===== src/verilog/cstr_pkg.sv =====
// Constants shared by the card synchronisation timing router.
// Assumes a 32-bit plain register port with byte addresses on word boundaries.
package cstr_pkg;

	// =====================================================================
	// Channel layout
	// =====================================================================
	localparam int CSTR_NCH = 6;
	localparam int CSTR_CH_CLOCK = 0;
	localparam int CSTR_CH_ACQ = 1;
	localparam int CSTR_CH_CONV = 2;
	localparam int CSTR_CH_SCAN = 3;
	localparam int CSTR_CH_WAVE = 4;
	localparam int CSTR_CH_UPD = 5;

	// Six bus lines, the external clock input and the on-card oscillator.
	localparam int CSTR_SYNC_W = 8;
	localparam int CSTR_SYNC_EXT = 6;
	localparam int CSTR_SYNC_OSC = 7;

	// =====================================================================
	// Register map
	// =====================================================================
	localparam int CSTR_AW = 8;
	localparam int CSTR_DW = 32;
	localparam logic [7:0] CSTR_ADDR_ROLE = 8'h00;
	localparam logic [7:0] CSTR_ADDR_CLKSRC = 8'h04;
	localparam logic [7:0] CSTR_ADDR_STATUS = 8'h08;

	localparam int CSTR_ROLE_FW = 2;
	localparam int CSTR_ROLE_W = CSTR_NCH * CSTR_ROLE_FW;
	localparam int CSTR_CLKSRC_W = 2;
	localparam int CSTR_STAT_LVL_LSB = 0;
	localparam int CSTR_STAT_OE_LSB = 8;
	localparam int CSTR_STAT_CLK_LSB = 16;

	localparam logic [11:0] CSTR_ROLE_RST = 12'h000;
	localparam logic [1:0] CSTR_CLKSRC_RST = 2'h0;

	// =====================================================================
	// Encodings
	// =====================================================================
	typedef enum logic [1:0] {
		CSTR_ROLE_OFF = 2'h0,
		CSTR_ROLE_MASTER = 2'h1,
		CSTR_ROLE_SLAVE = 2'h2
	} cstr_role_t;

	typedef enum logic [1:0] {
		CSTR_CLK_INTERNAL = 2'h0,
		CSTR_CLK_EXTERNAL = 2'h1,
		CSTR_CLK_BUS = 2'h2
	} cstr_clksrc_t;

endpackage : cstr_pkg


===== src/verilog/cstr_sync2.sv =====
// Two-flop level synchroniser for a vector of unrelated inputs.
// Assumes each bit is an independent level; no bit relation is kept.
`timescale 1ns/1ps
module cstr_sync2
	import cstr_pkg::*;
(
	input wire logic mclk,
	input wire logic reset,
	input wire logic [CSTR_SYNC_W-1:0] async_in,
	output logic [CSTR_SYNC_W-1:0] sync_out
);

	// =====================================================================
	// Synchroniser stages
	// =====================================================================
	logic [CSTR_SYNC_W-1:0] meta_reg;
	logic [CSTR_SYNC_W-1:0] sync_reg;

	always_ff @(posedge mclk or posedge reset) begin
		if (reset) begin
			meta_reg <= '0;
			sync_reg <= '0;
		end else begin
			meta_reg <= async_in;
			sync_reg <= meta_reg;
		end
	end

	assign sync_out = sync_reg;

endmodule : cstr_sync2


===== src/verilog/cstr_router.sv =====
// Card synchronisation timing router: six timing signals to and from the bus.
// Assumes internal timing strobes arrive on mclk; bus lines and clocks are foreign.
// Operation
// A bus line is driven by exactly one card and read by at most three others.
// The shared clock is driven out as master and replaces the card clock as slave.
// The acquisition trigger is driven out as master and used as trigger as slave.
// The convert strobe is driven out as master and replaces the local one as slave.
// The scan begin pulse is driven out as master and replaces the local one as slave.
// The wave trigger is driven out as master and used as trigger as slave.
// The update strobe is driven out as master and replaces the local one as slave.
// Software selects a routing path for each of the six timing signals.
// System setup gives each signal one master, the others slave or off.
// Each signal holds its own role, so masters may sit on different cards.
// After reset every signal uses its internal source and no bus line is used.
// A bus line is driven only in master role and left undriven otherwise.
// The card clock comes from the oscillator, the external input or the bus.
`timescale 1ns/1ps
module cstr_router
	import cstr_pkg::*;
(
	input wire logic mclk,
	input wire logic reset,
	input wire logic [CSTR_AW-1:0] reg_addr,
	input wire logic [CSTR_DW-1:0] reg_wdata,
	input wire logic reg_wr,
	input wire logic reg_rd,
	output logic [CSTR_DW-1:0] reg_rdata,
	input wire logic osc_clock,
	input wire logic external_clock_input,
	input wire logic int_acq_trigger,
	input wire logic int_convert_strobe,
	input wire logic int_scan_begin,
	input wire logic int_wave_trigger,
	input wire logic int_update_strobe,
	input wire logic bus_shared_clock_i,
	output logic bus_shared_clock_o,
	output logic bus_shared_clock_oe,
	input wire logic bus_acq_trigger_i,
	output logic bus_acq_trigger_o,
	output logic bus_acq_trigger_oe,
	input wire logic bus_convert_strobe_i,
	output logic bus_convert_strobe_o,
	output logic bus_convert_strobe_oe,
	input wire logic bus_scan_begin_i,
	output logic bus_scan_begin_o,
	output logic bus_scan_begin_oe,
	input wire logic bus_wave_trigger_i,
	output logic bus_wave_trigger_o,
	output logic bus_wave_trigger_oe,
	input wire logic bus_update_strobe_i,
	output logic bus_update_strobe_o,
	output logic bus_update_strobe_oe,
	output logic card_clock,
	output logic acq_trigger,
	output logic convert_strobe,
	output logic scan_begin,
	output logic wave_trigger,
	output logic output_update_strobe
);

	// =====================================================================
	// Input synchronisation
	// =====================================================================
	logic [CSTR_SYNC_W-1:0] raw_in;
	logic [CSTR_SYNC_W-1:0] sync_in;
	logic [CSTR_NCH-1:0] bus_s;
	logic ext_s;
	logic osc_s;

	assign raw_in = {osc_clock, external_clock_input,
		bus_update_strobe_i, bus_wave_trigger_i, bus_scan_begin_i,
		bus_convert_strobe_i, bus_acq_trigger_i, bus_shared_clock_i};

	cstr_sync2 u_sync (
		.mclk(mclk),
		.reset(reset),
		.async_in(raw_in),
		.sync_out(sync_in)
	);

	assign bus_s = sync_in[CSTR_NCH-1:0];
	assign ext_s = sync_in[CSTR_SYNC_EXT];
	assign osc_s = sync_in[CSTR_SYNC_OSC];

	// =====================================================================
	// Configuration registers
	// =====================================================================
	logic [CSTR_ROLE_W-1:0] role_reg;
	logic [CSTR_ROLE_W-1:0] role_next;
	logic [CSTR_CLKSRC_W-1:0] clksrc_reg;
	logic [CSTR_CLKSRC_W-1:0] clksrc_next;
	logic [CSTR_DW-1:0] rdata_reg;
	logic [CSTR_DW-1:0] rdata_next;
	logic [CSTR_NCH-1:0] drive_reg;
	logic [CSTR_NCH-1:0] line_reg;
	logic [CSTR_NCH-1:0] sel_reg;

	always_comb begin
		role_next = role_reg;
		clksrc_next = clksrc_reg;
		rdata_next = '0;
		// per-signal path select
		if (reg_wr && reg_addr == CSTR_ADDR_ROLE) begin
			role_next = reg_wdata[CSTR_ROLE_W-1:0];
		end
		// clock source select
		if (reg_wr && reg_addr == CSTR_ADDR_CLKSRC) begin
			clksrc_next = reg_wdata[CSTR_CLKSRC_W-1:0];
		end
		if (reg_rd) begin
			case (reg_addr)
				CSTR_ADDR_ROLE: begin
					rdata_next[CSTR_ROLE_W-1:0] = role_reg;
				end
				CSTR_ADDR_CLKSRC: begin
					rdata_next[CSTR_CLKSRC_W-1:0] = clksrc_reg;
				end
				CSTR_ADDR_STATUS: begin
					rdata_next[CSTR_STAT_LVL_LSB +: CSTR_NCH] = bus_s;
					rdata_next[CSTR_STAT_OE_LSB +: CSTR_NCH] = drive_reg;
					rdata_next[CSTR_STAT_CLK_LSB] = sel_reg[CSTR_CH_CLOCK];
				end
				default: begin
					rdata_next = '0;
				end
			endcase
		end
	end

	// internal sources after reset
	always_ff @(posedge mclk or posedge reset) begin
		if (reset) begin
			role_reg <= CSTR_ROLE_RST;
			clksrc_reg <= CSTR_CLKSRC_RST;
			rdata_reg <= '0;
		end else begin
			role_reg <= role_next;
			clksrc_reg <= clksrc_next;
			rdata_reg <= rdata_next;
		end
	end

	assign reg_rdata = rdata_reg;

	// =====================================================================
	// Role decode and routing
	// =====================================================================
	logic [CSTR_NCH-1:0] master_vec;
	logic [CSTR_NCH-1:0] slave_vec;
	logic [CSTR_NCH-1:0] local_src;
	logic [CSTR_NCH-1:0] drive_next;
	logic [CSTR_NCH-1:0] line_next;
	logic [CSTR_NCH-1:0] sel_next;
	logic local_clock;

	// An undefined role code behaves as off, so a bad write never drives a line.
	// independent role per signal
	genvar gi;
	generate
		for (gi = 0; gi < CSTR_NCH; gi++) begin : g_role
			assign master_vec[gi] =
				(role_reg[gi*CSTR_ROLE_FW +: CSTR_ROLE_FW] == CSTR_ROLE_MASTER);
			assign slave_vec[gi] =
				(role_reg[gi*CSTR_ROLE_FW +: CSTR_ROLE_FW] == CSTR_ROLE_SLAVE);
		end
	endgenerate

	// oscillator or external clock
	always_comb begin
		local_clock = osc_s;
		if (clksrc_reg == CSTR_CLK_EXTERNAL) begin
			local_clock = ext_s;
		end
	end

	// The master sends its own chosen clock, never one it received back.
	assign local_src = {int_update_strobe, int_wave_trigger, int_scan_begin,
		int_convert_strobe, int_acq_trigger, local_clock};

	always_comb begin
		drive_next = '0;
		line_next = '0;
		sel_next = local_src;
		for (int i = 0; i < CSTR_NCH; i++) begin
			// drive only as master
			if (master_vec[i]) begin
				drive_next[i] = 1'b1;
				line_next[i] = local_src[i];
			end
			// slave takes bus
			if (slave_vec[i]) begin
				sel_next[i] = bus_s[i];
			end
		end
		// bus clock replaces card clock
		if (clksrc_reg == CSTR_CLK_BUS && !master_vec[CSTR_CH_CLOCK]) begin
			sel_next[CSTR_CH_CLOCK] = bus_s[CSTR_CH_CLOCK];
		end
	end

	// one driver per line
	always_ff @(posedge mclk or posedge reset) begin
		if (reset) begin
			drive_reg <= '0;
			line_reg <= '0;
			sel_reg <= '0;
		end else begin
			drive_reg <= drive_next;
			line_reg <= line_next;
			sel_reg <= sel_next;
		end
	end

	// =====================================================================
	// Output mapping
	// =====================================================================
	assign bus_shared_clock_o = line_reg[CSTR_CH_CLOCK];
	assign bus_shared_clock_oe = drive_reg[CSTR_CH_CLOCK];
	assign bus_acq_trigger_o = line_reg[CSTR_CH_ACQ];
	assign bus_acq_trigger_oe = drive_reg[CSTR_CH_ACQ];
	assign bus_convert_strobe_o = line_reg[CSTR_CH_CONV];
	assign bus_convert_strobe_oe = drive_reg[CSTR_CH_CONV];
	assign bus_scan_begin_o = line_reg[CSTR_CH_SCAN];
	assign bus_scan_begin_oe = drive_reg[CSTR_CH_SCAN];
	assign bus_wave_trigger_o = line_reg[CSTR_CH_WAVE];
	assign bus_wave_trigger_oe = drive_reg[CSTR_CH_WAVE];
	assign bus_update_strobe_o = line_reg[CSTR_CH_UPD];
	assign bus_update_strobe_oe = drive_reg[CSTR_CH_UPD];
	assign card_clock = sel_reg[CSTR_CH_CLOCK];
	assign acq_trigger = sel_reg[CSTR_CH_ACQ];
	assign convert_strobe = sel_reg[CSTR_CH_CONV];
	assign scan_begin = sel_reg[CSTR_CH_SCAN];
	assign wave_trigger = sel_reg[CSTR_CH_WAVE];
	assign output_update_strobe = sel_reg[CSTR_CH_UPD];
endmodule : cstr_router


===== config.mk =====
export PLATFORM = sky130hd
export DESIGN_NAME = cstr_router
export DESIGN_NICKNAME = d
export VERILOG_FILES = /design/src/verilog/cstr_pkg.sv /design/src/verilog/cstr_sync2.sv /design/src/verilog/cstr_router.sv
export SDC_FILE = /design/constraint.sdc
export NUM_CORES = 1
export LEC_CHECK = 0
export ABC_AREA = 1
export BUFFER_PORTS_ARGS = -buffer_cell sky130_fd_sc_hd__buf_4
export CORE_MARGIN = 2
export CORE_UTILIZATION = 45
export DETAILED_ROUTE_END_ITERATION = 10
export PLACE_DENSITY = 0.77
export SKIP_CTS_REPAIR_TIMING = 1
export SLEW_MARGIN = 40
export SYNTH_ARGS = -nofsm -noshare
export SYNTH_HDL_FRONTEND = slang
export SYNTH_SLANG_ARGS = --single-unit

===== constraint.sdc =====
create_clock -name mclk -period 3.7 [get_ports mclk]
set_input_delay 0.925 -clock mclk [delete_from_list [all_inputs] [get_ports mclk]]
set_output_delay 0.925 -clock mclk [all_outputs]
set_load 0.02 [all_outputs]

* Word level (Yosys, flattened, before mapping) *
Index checks and enable logic that the tools add are counted.

storage, ports and cells
  flip-flop bits (word level) = 80
  bits of input ports = 57
  output and inout bits = 50
  word-level logic and storage cells = 56

cells by class
  equality and inequality tests = 16
  muxes and demuxes = 27
  reduce and logical (&&, ||, !) cells = 5

operator list
  kind                                                             number
  1-bit 2-to-1 mux                                                 21
  17-bit 2-to-1 mux                                                1
  4-bit one-hot mux with 2 select lines                            2
  2-bit by 1-bit == test with 1-bit output, second input constant  7
  2-bit == test, second input constant                             7
  8-bit by 3-bit == test with 1-bit output, second input constant  1
  8-bit by 4-bit == test with 1-bit output, second input constant  1
  8-bit logical NOT                                                1
  2-bit one-hot mux with 3 select lines                            1
  2-bit 2-to-1 mux                                                 2
  1-bit logical AND                                                3
  1-bit logical NOT                                                1

* Depth between registers and ports, before layout *
  word-level depth = 4
  gate-level depth with buffers = 7
  gate-level depth less buffers = 7

* Cells and area by module *
From an unflattened synthesis, not the netlist that was laid out.

second synthesis, totals
  cell total of the unflattened synthesis = 227
  area total of the unflattened synthesis = 2431.1 um2

modules (own cells, without submodules)
  module       times used  cells an instance  area an instance (um2)  sequential area each (um2)
  cstr_router  1           210                2026.9                  1176.1
  cstr_sync2   1           17                 404.1                   400.4

* Worst setup path before layout *
OpenSTA, ideal clock, no wires.

  path kind = input to register
  start = in reg_addr[7]
  end = reg role_reg[4]
  setup time = 0.124 ns
  arrival = 1.621 ns
  required time = 3.576 ns
  path slack = 1.955 ns
  cell stages on the path = 7
  buffers on the path = 1
  cell sequence = nor2_2 -> nand2_2 -> nor2_8 -> nand2_4 -> buf_6 -> nor2_2 -> a21oi_2

on the way
  cells in the longest elaborated chain, start to end = 2

RTL lines
  element               RTL line            source
  from (decl)           cstr_router.sv:23   input wire logic [CSTR_AW-1:0] reg_addr,
  8-bit logical NOT     cstr_router.sv:103  if (reg_wr && reg_addr == CSTR_ADDR_ROLE) begin
  1-bit logical AND     cstr_router.sv:103
  to (signal assigned)  cstr_router.sv:137  role_reg <= role_next;
  to (decl)             cstr_router.sv:88   logic [CSTR_ROLE_W-1:0] role_reg;

No other way between the ends.
A chain may end at the register's enable or synchronous reset.

* Worst setup path after layout *
  start = reg drive_reg[1]
  end = out bus_acq_trigger_oe

RTL lines
  element                 RTL line            source
  from (decl)             cstr_router.sv:94   logic [CSTR_NCH-1:0] drive_reg;
  from (signal assigned)  cstr_router.sv:208  drive_reg <= drive_next;
  to (decl)               cstr_router.sv:40   output logic bus_acq_trigger_oe,

No word-level cell between the ends.

==> reports/results.tsv <==
metric	value	unit
routed_via_density	4.56	
p_leak	1.73	nW
crit_family	flip-flops	
final-setup-viol-count	0	
power_density	494	nW/um^2
grt_max_degree	43	
dieHeight	77.6	um
ant_nets	0	
timing.critical_path.slowest_cell_delay	400	ps
fin_ws	1880	ps
synth_area_leaders	dfrtp_1 (65%), buf_4 (5.2%), inv_1 (4.8%)	
fin_util	61.8	%
htree_levels	3	
antenna_cells	0	
dr_total_vias	1710	
worstSkewPairLatency	330	ps
synth_cells	223	
post-place-ws	1670	ps
synth_largest_area_cell	dfrtp_1	
drt-total-wl	4610	um
core	5170	sq um
place_congestion	0.857	
crit_path_top_delay_cell	dfrtp_1	
synthDistinctLibCells	26	
avgRoutedWirePerCell	12.3	um
n_fill_cell	437	
drc_errors	0	
num_rows	26	
placed_area	2950	sq um
cts_tree	done	
clk_pin_slew_worst_paths	70	ps
synth-async-reset-ratio	100	%
synth_seq_cells	63	
hold_viol	0	
synth.most_common_cell	dfrtp_1	
synth-edff-count	0	
synth.top_cells.by_count	dfrtp_1 (63), inv_1 (31), nand2_1 (23)	
post-route-min-period	1820	ps
ir_drop	278	uV
fmax	0.551	GHz
multiInputGateArea	643	sq um
numCtsBuffers	9	
finish.instance_area	3200	sq um
grt_antenna_before_repair	0	
grtUsageMet1	19.9	%
place_hpwl	3340	um
worstReg2RegStart	role_reg[1]	
seq_area	1580	sq um
crit_type	flop to output pin	
cts_buffer_depth	2	
grt.busiest_layer	met2	
ys.flop_type	dfrtp_1	
initial_core_util	47.1	%
io_buffers	69	
fin_skew	3.85	ps
setup.worst_path.start	drive_reg[1]	
min_from	u_sync.meta_reg[5]	
avgSynthCellArea	10.9	sq um
rsz0062_at_grt	no	
cp.arrival	890	ps
min_path_type	flop to flop	
status	complete, no violations	
die_w	77.6	um
drt-initial-drc-count	115	
yosys_warnings	0	
fp.dieArea	6010	sq um
cp_max_fo	2	
grt_pass1_vias	1635	
maxSlewViolCount	0	
area_growth	31.3	%
startpoint_type	flop	
crit_path_end_kind	output pin	
hold_ws	352	ps
critical_path_required	2770	ps
grt_pass1_wl	7470	um
grt_overflow_total	0	
dr.pass1.iters	4	
grt_usage	16.1	%
cts-root-buf	clkbuf_8	
drive_above_1_share	36.4	%
use_met2	26.3	%
num_io_pins	107	
finalCritPeriodShare	49.1	%
clock-sinks	63	
tns	0	ps
cap_violations	0	
path_buf_inv	1	
path_cells	buf_4	
final_nets	357	
netlist_area	2430	sq um
use_met3	5.81	%
synth_top_area_share	64.7	%
largest_reg_flops	15	
ys_seq_area_share	64.7	%
-- metal layers --
layer | up-vias | wire length [um]
met2 | 72 | 2330
li1 | 831 | -
met5 | - | 0
met3 | 4 | 394
met1 | 803 | 1840
met4 | 0 | 37
-- final timing paths --
| check | end | slack (ps) | cells after the start |
|---|---|---|---|
| min reg2reg | u_sync.sync_out[5] | 350 | 0 |
| min | u_sync.sync_out[5] | 350 | 0 |
| max | bus_acq_trigger_oe | 1880 | 1 |
| max reg2reg | sel_reg[0] | 2640 | 6 |
| max in group asynchronous | u_sync.sync_out[1] | 2230 | 3 |
| min in group asynchronous | line_reg[5] | 610 | 2 |
-- layout by cell type (no fill, tap or decap), types with 5 or more instances in the layout --
| cell type | n |
|---|---|
| conb_1 | 17 |
| a21oi_2 | 7 |
| nor2_1 | 19 |
| dfrtp_1 | 63 |
| o22ai_1 | 5 |
| clkbuf_8 | 9 |
| inv_1 | 30 |
| nand2_1 | 23 |
| a21oi_1 | 7 |
| buf_4 | 70 |
| nand3_1 | 13 |
| nor2_2 | 9 |
-- cell families after synthesis --
kind of cell | share of synthesized area, %
compound gates | 8.58
buf+inv | 11.3
simple gates | 15.2
flops | 64.7
other cells | 0.154
-- power by group --
| group | internal, mW | total [mW] | switching [mW] | leakage (nW) |
|---|---|---|---|---|
| clock network | 0.449 | 0.712 | 0.263 | 0.123 |
| registers | 0.716 | 0.731 | 0.0142 | 0.772 |
| logic | 0.0534 | 0.136 | 0.0821 | 0.839 |
| total | 1.22 | 1.58 | 0.359 | 1.73 |
-- per-stage QoR --
step | cells | power [mW]
after floorplan | 239 | 0.826
after global placement | 359 | 0.877
after detailed placement | 359 | 0.880
after CTS | 375 | 1.60
after global routing | 375 | 1.64
final | 375 | 1.58
-- layout make-up --
| class | instances | area share [%] |
|---|---|---|
| Sequential cell | 63 | 49.3 |
| Multi-Input combinational cell | 124 | 20.1 |
| Timing Repair Buffer | 70 | 16.4 |
| Clock buffer | 9 | 3.87 |
| Clock inverter | 7 | 3.79 |
| Inverter | 32 | 3.76 |
| Tap cell | 70 | 2.74 |
No activity file was read; power rests on OpenSTA's default activity.
